`config.mk`:
```
export PLATFORM = sky130hd
export DESIGN_NAME = ctc_trap
export DESIGN_NICKNAME = d
export VERILOG_FILES = /design/src/ctc_pkg.sv /design/src/ctc_trap.sv /design/src/ctc_compare.sv
export SDC_FILE = /design/constraint.sdc
export NUM_CORES = 1
export LEC_CHECK = 0
export ABC_AREA = 1
export ABC_CLOCK_PERIOD_IN_PS = 1100
export BUFFER_PORTS_ARGS = -buffer_cell sky130_fd_sc_hd__clkbuf_2
export CAP_MARGIN = 0
export CORE_MARGIN = 10
export CORE_UTILIZATION = 44
export DETAILED_ROUTE_END_ITERATION = 7
export PLACE_DENSITY = 0.89
export SLEW_MARGIN = 20
export SYNTH_ARGS = -nofsm -noshare
export SYNTH_HDL_FRONTEND = slang
export SYNTH_SLANG_ARGS = --single-unit
export TNS_END_PERCENT = 30
```
`constraint.sdc`:
```
create_clock -name clk_sys_i -period 1.1 [get_ports clk_sys_i]
set_input_delay 0.11 -clock clk_sys_i [delete_from_list [all_inputs] [get_ports clk_sys_i]]
set_output_delay 0.11 -clock clk_sys_i [all_outputs]
set_load 0.02 [all_outputs]
```
`src/ctc_pkg.sv`:
```
package ctc_pkg;
  // Instruction field positions
  localparam int OP_MSB   = 31;
  localparam int OP_LSB   = 26;
  localparam int RT_MSB   = 20;
  localparam int RT_LSB   = 16;
  localparam int FN_MSB   = 5;
  localparam int FN_LSB   = 0;
  localparam int IMM_MSB  = 15;
  localparam int IMM_W    = 16;
  localparam int DATA_W   = 32;
  // Opcode classes
  localparam logic [5:0] OP_REGISTER_OP_CLASS        = 6'h00;
  localparam logic [5:0] OP_REGISTER_IMMEDIATE_CLASS = 6'h01;
  // Function codes
  localparam logic [5:0] FN_TRAP_SIGNED_LESS   = 6'h32;
  localparam logic [5:0] FN_TRAP_UNSIGNED_LESS = 6'h33;
  localparam logic [5:0] FN_TRAP_NOT_EQUAL     = 6'h36;
  // Subcodes in the rt position
  localparam logic [4:0] RT_TRAP_SIGNED_LESS_IMM   = 5'h0a;
  localparam logic [4:0] RT_TRAP_UNSIGNED_LESS_IMM = 5'h0b;
  localparam logic [4:0] RT_TRAP_NOT_EQUAL_IMM     = 5'h0e;
  // Compare kinds
  typedef enum logic [1:0] {
    CTC_CMP_NONE = 2'b00,
    CTC_CMP_SLT  = 2'b01,
    CTC_CMP_ULT  = 2'b11,
    CTC_CMP_NE   = 2'b10
  } ctc_cmp_e;
endpackage

```
`src/ctc_trap.sv`:
```
// Overview of operation
// - Register form signed less-than traps when rs is below rt as signed values.
// - Immediate signed less-than traps when rs is below the sign-extended immediate.
// - Immediate unsigned less-than sign-extends the immediate then compares unsigned.
// - The unsigned immediate is never zero-extended, so only both range ends are reachable.
// - Register form unsigned less-than traps when rs is below rt as unsigned values.
// - Register form not-equal traps when rs and rt differ in any bit.
// - Immediate not-equal traps when rs differs from the sign-extended immediate.
// - The ten-bit code field of register forms is ignored by hardware.
// - These instructions raise no exception other than the trap.
`timescale 1ns/1ps
module ctc_trap (
  // Clock and reset
  input  wire logic        clk_sys_i,
  input  wire logic        arst_n_i,
  // Instruction in the execute stage
  input  wire logic        instr_valid_i,
  input  wire logic [31:0] instr_i,
  input  wire logic [31:0] rs_val_i,
  input  wire logic [31:0] rt_val_i,
  // Exception stage
  output logic             trap_req_o,
  output logic             kill_o
);
  ////////////////////////////////////////////////////////////////////////////
  // Decode
  logic [5:0]        op;
  logic [4:0]        rt_sub;
  logic [5:0]        fn;
  logic [31:0]       imm_sx;
  logic              is_reg;
  logic              is_imm;
  ctc_pkg::ctc_cmp_e kind;
  logic [31:0]       rhs;
  logic              hit;
  logic              next_trap;

  assign op     = instr_i[ctc_pkg::OP_MSB:ctc_pkg::OP_LSB];
  assign rt_sub = instr_i[ctc_pkg::RT_MSB:ctc_pkg::RT_LSB];
  // Code field bits 15..6 never reach the decode
  assign fn     = instr_i[ctc_pkg::FN_MSB:ctc_pkg::FN_LSB];
  // Sign extension only, also for the unsigned form
  assign imm_sx = {{(ctc_pkg::DATA_W - ctc_pkg::IMM_W){instr_i[ctc_pkg::IMM_MSB]}},
                   instr_i[ctc_pkg::IMM_MSB:0]};
  assign is_reg = op == ctc_pkg::OP_REGISTER_OP_CLASS;
  assign is_imm = op == ctc_pkg::OP_REGISTER_IMMEDIATE_CLASS;

  function automatic ctc_pkg::ctc_cmp_e decode_kind(input logic       reg_f,
                                                    input logic       imm_f,
                                                    input logic [5:0] f,
                                                    input logic [4:0] s);
    if (reg_f && f == ctc_pkg::FN_TRAP_SIGNED_LESS) begin
      return ctc_pkg::CTC_CMP_SLT;
    end else if (reg_f && f == ctc_pkg::FN_TRAP_UNSIGNED_LESS) begin
      return ctc_pkg::CTC_CMP_ULT;
    end else if (reg_f && f == ctc_pkg::FN_TRAP_NOT_EQUAL) begin
      return ctc_pkg::CTC_CMP_NE;
    end else if (imm_f && s == ctc_pkg::RT_TRAP_SIGNED_LESS_IMM) begin
      return ctc_pkg::CTC_CMP_SLT;
    end else if (imm_f && s == ctc_pkg::RT_TRAP_UNSIGNED_LESS_IMM) begin
      return ctc_pkg::CTC_CMP_ULT;
    end else if (imm_f && s == ctc_pkg::RT_TRAP_NOT_EQUAL_IMM) begin
      return ctc_pkg::CTC_CMP_NE;
    end
    return ctc_pkg::CTC_CMP_NONE;
  endfunction

  assign kind = decode_kind(is_reg, is_imm, fn, rt_sub);
  assign rhs  = is_imm ? imm_sx : rt_val_i;

  ////////////////////////////////////////////////////////////////////////////
  // Compare
  ctc_compare u_cmp (
    .lhs_i  (rs_val_i),
    .rhs_i  (rhs),
    .kind_i (kind),
    .hit_o  (hit)
  );

  // A trap request and its paired kill are the only things that leave this block
  assign next_trap = instr_valid_i && hit;

  ////////////////////////////////////////////////////////////////////////////
  // Exception request register
  always_ff @(posedge clk_sys_i or negedge arst_n_i) begin
    if (!arst_n_i) begin
      trap_req_o <= 1'b0;
      kill_o     <= 1'b0;
    end else begin
      trap_req_o <= next_trap;
      kill_o     <= next_trap;
    end
  end

  ////////////////////////////////////////////////////////////////////////////
  // Check helpers
  logic [31:0] imm_ref;

  assign imm_ref = {{16{instr_i[15]}}, instr_i[15:0]};

  ////////////////////////////////////////////////////////////////////////////
  // Checks on the compare results
  chk_signed_less: assert property (
    @(posedge clk_sys_i) disable iff (!arst_n_i)
    instr_valid_i && instr_i[31:26] == 6'h00 && instr_i[5:0] == 6'h32
    |=> trap_req_o == ($signed($past(rs_val_i)) < $signed($past(rt_val_i))))
    else $error("signed less trap wrong");

  chk_signed_sign: assert property (
    @(posedge clk_sys_i) disable iff (!arst_n_i)
    instr_valid_i && instr_i[31:26] == 6'h00 && instr_i[5:0] == 6'h32
    && rs_val_i[31] && !rt_val_i[31] |=> trap_req_o)
    else $error("negative rs did not trap");

  chk_signed_imm: assert property (
    @(posedge clk_sys_i) disable iff (!arst_n_i)
    instr_valid_i && instr_i[31:26] == 6'h01 && instr_i[20:16] == 5'h0a
    |=> trap_req_o == ($signed($past(rs_val_i)) < $signed($past(imm_ref))))
    else $error("signed immediate trap wrong");

  chk_signed_imm_sign: assert property (
    @(posedge clk_sys_i) disable iff (!arst_n_i)
    instr_valid_i && instr_i[31:26] == 6'h01 && instr_i[20:16] == 5'h0a
    && rs_val_i[31] && !instr_i[15] |=> trap_req_o)
    else $error("negative rs did not trap on immediate");

  chk_unsigned_imm: assert property (
    @(posedge clk_sys_i) disable iff (!arst_n_i)
    instr_valid_i && instr_i[31:26] == 6'h01 && instr_i[20:16] == 5'h0b
    |=> trap_req_o == ($past(rs_val_i) < $past(imm_ref)))
    else $error("unsigned immediate trap wrong");

  chk_top_range: assert property (
    @(posedge clk_sys_i) disable iff (!arst_n_i)
    instr_valid_i && instr_i[31:26] == 6'h01 && instr_i[20:16] == 5'h0b
    && instr_i[15] && rs_val_i[31:16] == 16'h0000 |=> trap_req_o)
    else $error("unsigned immediate was zero-extended");

  chk_low_range: assert property (
    @(posedge clk_sys_i) disable iff (!arst_n_i)
    instr_valid_i && instr_i[31:26] == 6'h01 && instr_i[20:16] == 5'h0b
    && !instr_i[15] && rs_val_i >= 32'h00008000 |=> !trap_req_o)
    else $error("unsigned immediate low range wrong");

  chk_unsigned_less: assert property (
    @(posedge clk_sys_i) disable iff (!arst_n_i)
    instr_valid_i && instr_i[31:26] == 6'h00 && instr_i[5:0] == 6'h33
    |=> trap_req_o == ($past(rs_val_i) < $past(rt_val_i)))
    else $error("unsigned less trap wrong");

  chk_unsigned_sign: assert property (
    @(posedge clk_sys_i) disable iff (!arst_n_i)
    instr_valid_i && instr_i[31:26] == 6'h00 && instr_i[5:0] == 6'h33
    && rs_val_i[31] && !rt_val_i[31] |=> !trap_req_o)
    else $error("unsigned compare treated rs as signed");

  chk_not_equal: assert property (
    @(posedge clk_sys_i) disable iff (!arst_n_i)
    instr_valid_i && instr_i[31:26] == 6'h00 && instr_i[5:0] == 6'h36
    |=> trap_req_o == ($past(rs_val_i) != $past(rt_val_i)))
    else $error("not equal trap wrong");

  chk_equal_quiet: assert property (
    @(posedge clk_sys_i) disable iff (!arst_n_i)
    instr_valid_i && instr_i[31:26] == 6'h00 && instr_i[5:0] == 6'h36
    && rs_val_i == rt_val_i |=> !trap_req_o)
    else $error("equal operands trapped");

  chk_not_equal_imm: assert property (
    @(posedge clk_sys_i) disable iff (!arst_n_i)
    instr_valid_i && instr_i[31:26] == 6'h01 && instr_i[20:16] == 5'h0e
    |=> trap_req_o == ($past(rs_val_i) != $past(imm_ref)))
    else $error("not equal immediate trap wrong");

  chk_code_ignored: assert property (
    @(posedge clk_sys_i) disable iff (!arst_n_i)
    instr_valid_i && instr_i[31:26] == 6'h00 && instr_i[5:0] == 6'h36
    && instr_i[15:6] != 10'h000 && rs_val_i != rt_val_i |=> trap_req_o)
    else $error("code field changed the result");

  ////////////////////////////////////////////////////////////////////////////
  // Checks on what is refused
  chk_no_idle_trap: assert property (
    @(posedge clk_sys_i) disable iff (!arst_n_i)
    !instr_valid_i |=> !trap_req_o)
    else $error("trap without instruction");

  chk_other_op_quiet: assert property (
    @(posedge clk_sys_i) disable iff (!arst_n_i)
    instr_i[31:26] != 6'h00 && instr_i[31:26] != 6'h01 |=> !trap_req_o)
    else $error("trap from another opcode");

  chk_other_fn_quiet: assert property (
    @(posedge clk_sys_i) disable iff (!arst_n_i)
    instr_i[31:26] == 6'h00 && !(instr_i[5:0] inside {6'h32, 6'h33, 6'h36})
    |=> !trap_req_o)
    else $error("trap from another function code");

  chk_other_sub_quiet: assert property (
    @(posedge clk_sys_i) disable iff (!arst_n_i)
    instr_i[31:26] == 6'h01 && !(instr_i[20:16] inside {5'h0a, 5'h0b, 5'h0e})
    |=> !trap_req_o)
    else $error("trap from another subcode");

  ////////////////////////////////////////////////////////////////////////////
  // Checks on the request
  chk_kill_paired: assert property (
    @(posedge clk_sys_i) disable iff (!arst_n_i)
    trap_req_o == kill_o)
    else $error("kill and trap disagree");

  ////////////////////////////////////////////////////////////////////////////
  // Scenarios reached
  cov_trap_reg: cover property (@(posedge clk_sys_i) disable iff (!arst_n_i)
    instr_valid_i && is_reg && hit ##1 trap_req_o);

  cov_trap_imm: cover property (@(posedge clk_sys_i) disable iff (!arst_n_i)
    instr_valid_i && is_imm && hit ##1 trap_req_o);

  cov_no_trap: cover property (@(posedge clk_sys_i) disable iff (!arst_n_i)
    instr_valid_i && kind != ctc_pkg::CTC_CMP_NONE && !hit);

  cov_back_to_back: cover property (@(posedge clk_sys_i) disable iff (!arst_n_i)
    trap_req_o ##1 trap_req_o);

  cov_code_field: cover property (@(posedge clk_sys_i) disable iff (!arst_n_i)
    instr_valid_i && is_reg && instr_i[15:6] != 10'h000 && hit ##1 trap_req_o);
endmodule // ctc_trap

```
`src/ctc_compare.sv`:
```
`timescale 1ns/1ps
module ctc_compare (
  // Operands
  input  wire logic [31:0]        lhs_i,
  input  wire logic [31:0]        rhs_i,
  // Selection
  input  wire ctc_pkg::ctc_cmp_e  kind_i,
  // Result
  output logic                    hit_o
);
  logic slt;
  logic ult;
  logic ne;
  assign slt = $signed(lhs_i) < $signed(rhs_i);
  assign ult = lhs_i < rhs_i;
  assign ne  = lhs_i != rhs_i;
  always_comb begin
    case (kind_i)
      ctc_pkg::CTC_CMP_SLT: hit_o = slt;
      ctc_pkg::CTC_CMP_ULT: hit_o = ult;
      ctc_pkg::CTC_CMP_NE:  hit_o = ne;
      default:              hit_o = 1'b0;
    endcase
  end
endmodule // ctc_compare

```
# Yosys cells after proc, flatten, opt, wreduce, memory -nomap -nowiden
# Index checks and enable logic that the tools add are counted.
# word_totals
input_bits	99
reg_bits	1
out_inout_bits	2
# classes
n_eq_ne	11
n_reduce_logical	8
n_mux	15
n_lt_le_gt_ge	2
# ops
operator	count
$lt 32x32->1	2
$mux 32	1
$ne 32x32->1	1
$eq 6x6->1 const B	3
$eq 5x4->1 const B	3
$mux 2	7
$logic_and 1x1->1	7
$eq 6x1->1 const B	1
$logic_not 6->1	1
$mux 1	6
$eq 2x2->1 const B	2
$pmux 1 s3	1
$eq 2x1->1 const B	1

# Logic depth before layout (Yosys ltp)
# logic_depth
word_depth	12
mapped_depth	22
depth_no_buf	22

# Cells and area by module
# From an unflattened synthesis, not the netlist that was laid out.
# hier_totals
cells_unflattened	290
area_unflattened_um2	1521.5
# by_module_without_submodules
module	area_each_um2	cells_each	instances
ctc_compare	929.6	157	1
ctc_trap	591.8	133	1

# Least setup slack after synthesis
# OpenSTA, ideal clock, no wires.
# synth_path
path_kind	input to register
from	input port instr_i[31]
to	register kill_o
cell_stages	19
slack_ps	-1034
arrival_time_ps	2056
cell_sequence	nor2_2 > nand2_2 > nor2_4 > inv_2 > or2_1 > buf_2 > buf_6 > o21ai_2 > ha_1 > nand2_1 > nor2_1 > nand2_1 > nor4_2 > nand2_1 > nand2_1 > nand2_1 > nand2_1 > nand2_1 > a21oi_1
# synth_between
elab_chain_len	12
elab_cells_between_ends	29
classes_between	2 x order compare; 5 x eq/ne; 14 x mux; 8 x reduce/logical
# synth_lines
element	line	rtl
start, declared	ctc_trap.sv:18	input wire logic [31:0] instr_i,
$eq 6x1->1	ctc_trap.sv:46	assign is_imm = op == ctc_pkg::OP_REGISTER_IMMEDIATE_CLASS;
$logic_and 1x1->1	ctc_trap.sv:62	end else if (imm_f && s == ctc_pkg::RT_TRAP_NOT_EQUAL_IMM) begin
$mux 1	ctc_trap.sv:62	
$mux 1	ctc_trap.sv:60	end else if (imm_f && s == ctc_pkg::RT_TRAP_UNSIGNED_LESS_IMM) begin
$mux 1	ctc_trap.sv:58	end else if (imm_f && s == ctc_pkg::RT_TRAP_SIGNED_LESS_IMM) begin
$mux 1	ctc_trap.sv:56	end else if (reg_f && f == ctc_pkg::FN_TRAP_NOT_EQUAL) begin
$mux 1	ctc_trap.sv:54	end else if (reg_f && f == ctc_pkg::FN_TRAP_UNSIGNED_LESS) begin
$mux 1	ctc_trap.sv:52	if (reg_f && f == ctc_pkg::FN_TRAP_SIGNED_LESS) begin
$mux 2	ctc_trap.sv:65	return ctc_pkg::CTC_CMP_NONE;
$eq 2x2->1 / $eq 2x1->1 (equally long branches)	ctc_compare.sv:18	case (kind_i)
$pmux 1 s3 *	ctc_compare.sv:18	
$logic_and 1x1->1 *	ctc_trap.sv:81	assign next_trap = instr_valid_i && hit;
via next_trap	ctc_trap.sv:36	logic next_trap;
end signal, assigned	ctc_trap.sv:91	kill_o <= next_trap;
end, declared	ctc_trap.sv:23	output logic kill_o
# The timed path passes the listed nets; every way through them passes the cells marked *.

# Worst setup path after layout
# layout_path
from	input port instr_i[28]
to	register kill_o
# The elaborated chain is that of the path after synthesis.

==> results.ini <==
[status]
status = complete, but fails checks
violations = setup timing

[final_layout]
areaGrowthSynthToFinish_pct = 57.7
n_fill_cell = 248
drive_above_1_share_pct = 48.9
final_common_cell = clkbuf_2
nets = 440
antennaDiodeCount = 0
largest_reg_flops = 1
largestRegisters = kill_o (1)
post-route-util_pct = 73.3
layout_common_cells = clkbuf_2 (93), nand2_1 (46), ha_1 (31), inv_1 (15)
regMostFlops = kill_o

[global_routing]
grt_pass1_vias = 1756
grt_pass1_wl_um = 6840
antenna_found_initial = 0
grt_use_total_pct = 14.3
grt_max_degree = 17
grt_overflow = 0

[min_path]
hold_path_startpoint = instr_valid_i
hold_class = in -> reg

[worst_setup_path]
cp.arrival_ps = 2200
path_buf_inv = 3
start_kind = primary input
cp.required_ps = 980
crit_type = in -> reg
slowest_stage = or2_4
path_delay_family = simple AND/OR/NAND/NOR gates
cp_max_fo = 5
endpoint_kind = flip-flop
cpMostUsedCell = nand2_1
critical_path.max_stage_delay_ps = 290
cp_cell_sequence = buf_6 > nor2_4 > nand2_2 > nor2_4 > inv_2 > or2_4 > buf_8 > o21ai_2 > ha_1 > a21oi_2 > o21a_1 > nand2_1 > a21oi_2 > nand2_2 > nand2_1 > nand2_1 > nand2_1 > a21oi_2
critPathLaunch = instr_i[28]

[detailed_routing]
vias_per_cell = 5.02
drt_iter0_markers = 44
wirelength_um = 4510
wl_per_cell_um = 13.3
ant_nets = 0
via_count = 1697
drt-pass1-iter-count = 4
drc = 0

[power_and_ir_drop]
p_leak_uw = 0.00119
finalPower_uw = 668
power_density_nw_per_um2 = 325
vdd_drop_max_uv = 179

[sta]
period_share_pct = 211
tightest_slew_ps = 246
setup_viol = 1
timing.hold.ws_ps = 342
max_freq_mhz = 431
slew_headroom_pct = 83.4
drv_slew = 0
rsz0062_at_grt = yes
finalWorstSetupSlack_ps = -1220
final-hold-violation-count = 0
period_minus_slack_ps = 2320

[place]
routabilityCongestion = 0.864
hpwl_um = 3950
portBuffers = 95
dp_slack_ps = -1220

[synth]
ys_types = 27
syn_inst = 199
synth_seq_cells = 1
synth.yosys.seq_area_share_pct = 1.92
yosysWarnings = 0
syn_avg_cell_area_um2 = 6.55
synthesis.nets = 330
syn-cell-area_um2 = 1300

[floorplan]
initial_utilization_pct = 46.5
coreArea_um2 = 2810
io_pins = 101
die-area_um2 = 5540
die_h_um = 74.4
dieWidth_um = 74.4
num_rows = 19

[job]
maxCapViolations = 0

[cts]
clk_pin_slew_ps = 0

Yosys cell counts, drive strengths merged:
| cell | count | area (µm²) |
|---|---|---|
| nand2 | 54 | 205 |
| ha | 32 | 400 |
| o21ai | 21 | 143 |
| inv | 19 | 71.3 |
| nor2 | 18 | 87.6 |
| a21oi | 16 | 80.1 |
| mux2i | 13 | 130 |
| buf | 6 | 41.3 |
| nand3 | 6 | 30.0 |
| nand4 | 3 | 18.8 |
| nor3 | 2 | 10.0 |
| nor4 | 2 | 18.8 |
| o21a | 2 | 15.0 |
| a21o | 1 | 7.51 |
| and3 | 1 | 6.26 |
| dfrtp | 1 | 25.0 |
| o21bai | 1 | 7.51 |
| or2 | 1 | 6.26 |
path summary, 6_finish.rpt:
path                       endpoint  cells after the start  slack (ps)
min in group asynchronous    kill_o                      2         430
hold / removal               kill_o                      3         340
max in group asynchronous    kill_o                      2         580
setup / recovery             kill_o                     18       -1220
layout make-up:
| class | instances | area [µm²] | area share (%) |
|---|---|---|---|
| Multi-Input combinational cell | 173 | 1250 | 60.9 |
| Timing Repair Buffer | 114 | 669 | 32.6 |
| Inverter | 19 | 71.3 | 3.47 |
| Tap cell | 31 | 38.8 | 1.89 |
| Sequential cell | 1 | 25.0 | 1.22 |
routing by layer:
metal,wire length [µm],vias to the layer above,track usage (%)
li1,-,900,-
met1,1670,732,15.6
met2,2420,59,28.2
met3,363,6,3.59
met4,59,0,0.420
met5,0,-,0
what timing repair did:
action,CTS,global route
gates cloned,0,1
pin swaps,4,22
hold buffers,1,0
buffers inserted,2,1
setup endpoints to repair,1,1
gates resized for setup,3,26
endpoints found under the hold margin,1,0
where the power goes:
| group | total (µW) | internal, µW | switching (µW) |
|---|---|---|---|
| clock | 0 | 0 | 0 |
| combinational | 630 | 335 | 295 |
| sequential | 37.5 | 37.5 | 0.0338 |
logic make-up (layout without fill, tap and decap cells):
kind of cell    Yosys count  count (layout)  share of synthesized area [%]
mux                      13              13                           9.98
fa+ha+maj                32              32                           30.7
simple gates             87              87                           29.4
buf+inv                  25             133                           8.64
compound gates           41              41                           19.4
flops                     1               1                           1.92
stage by stage:
stage,setup TNS (ps),instances,instance area (µm²)
2_1_floorplan,-1020,199,1320
6_report,-1220,338,2060
3_5_place_dp,-1220,333,1890
3_3_place_gp,-1140,333,1890
4_1_cts,-1200,336,1930
5_1_grt,-1380,338,2060
Note: power is estimated with default switching activity, not from simulation.
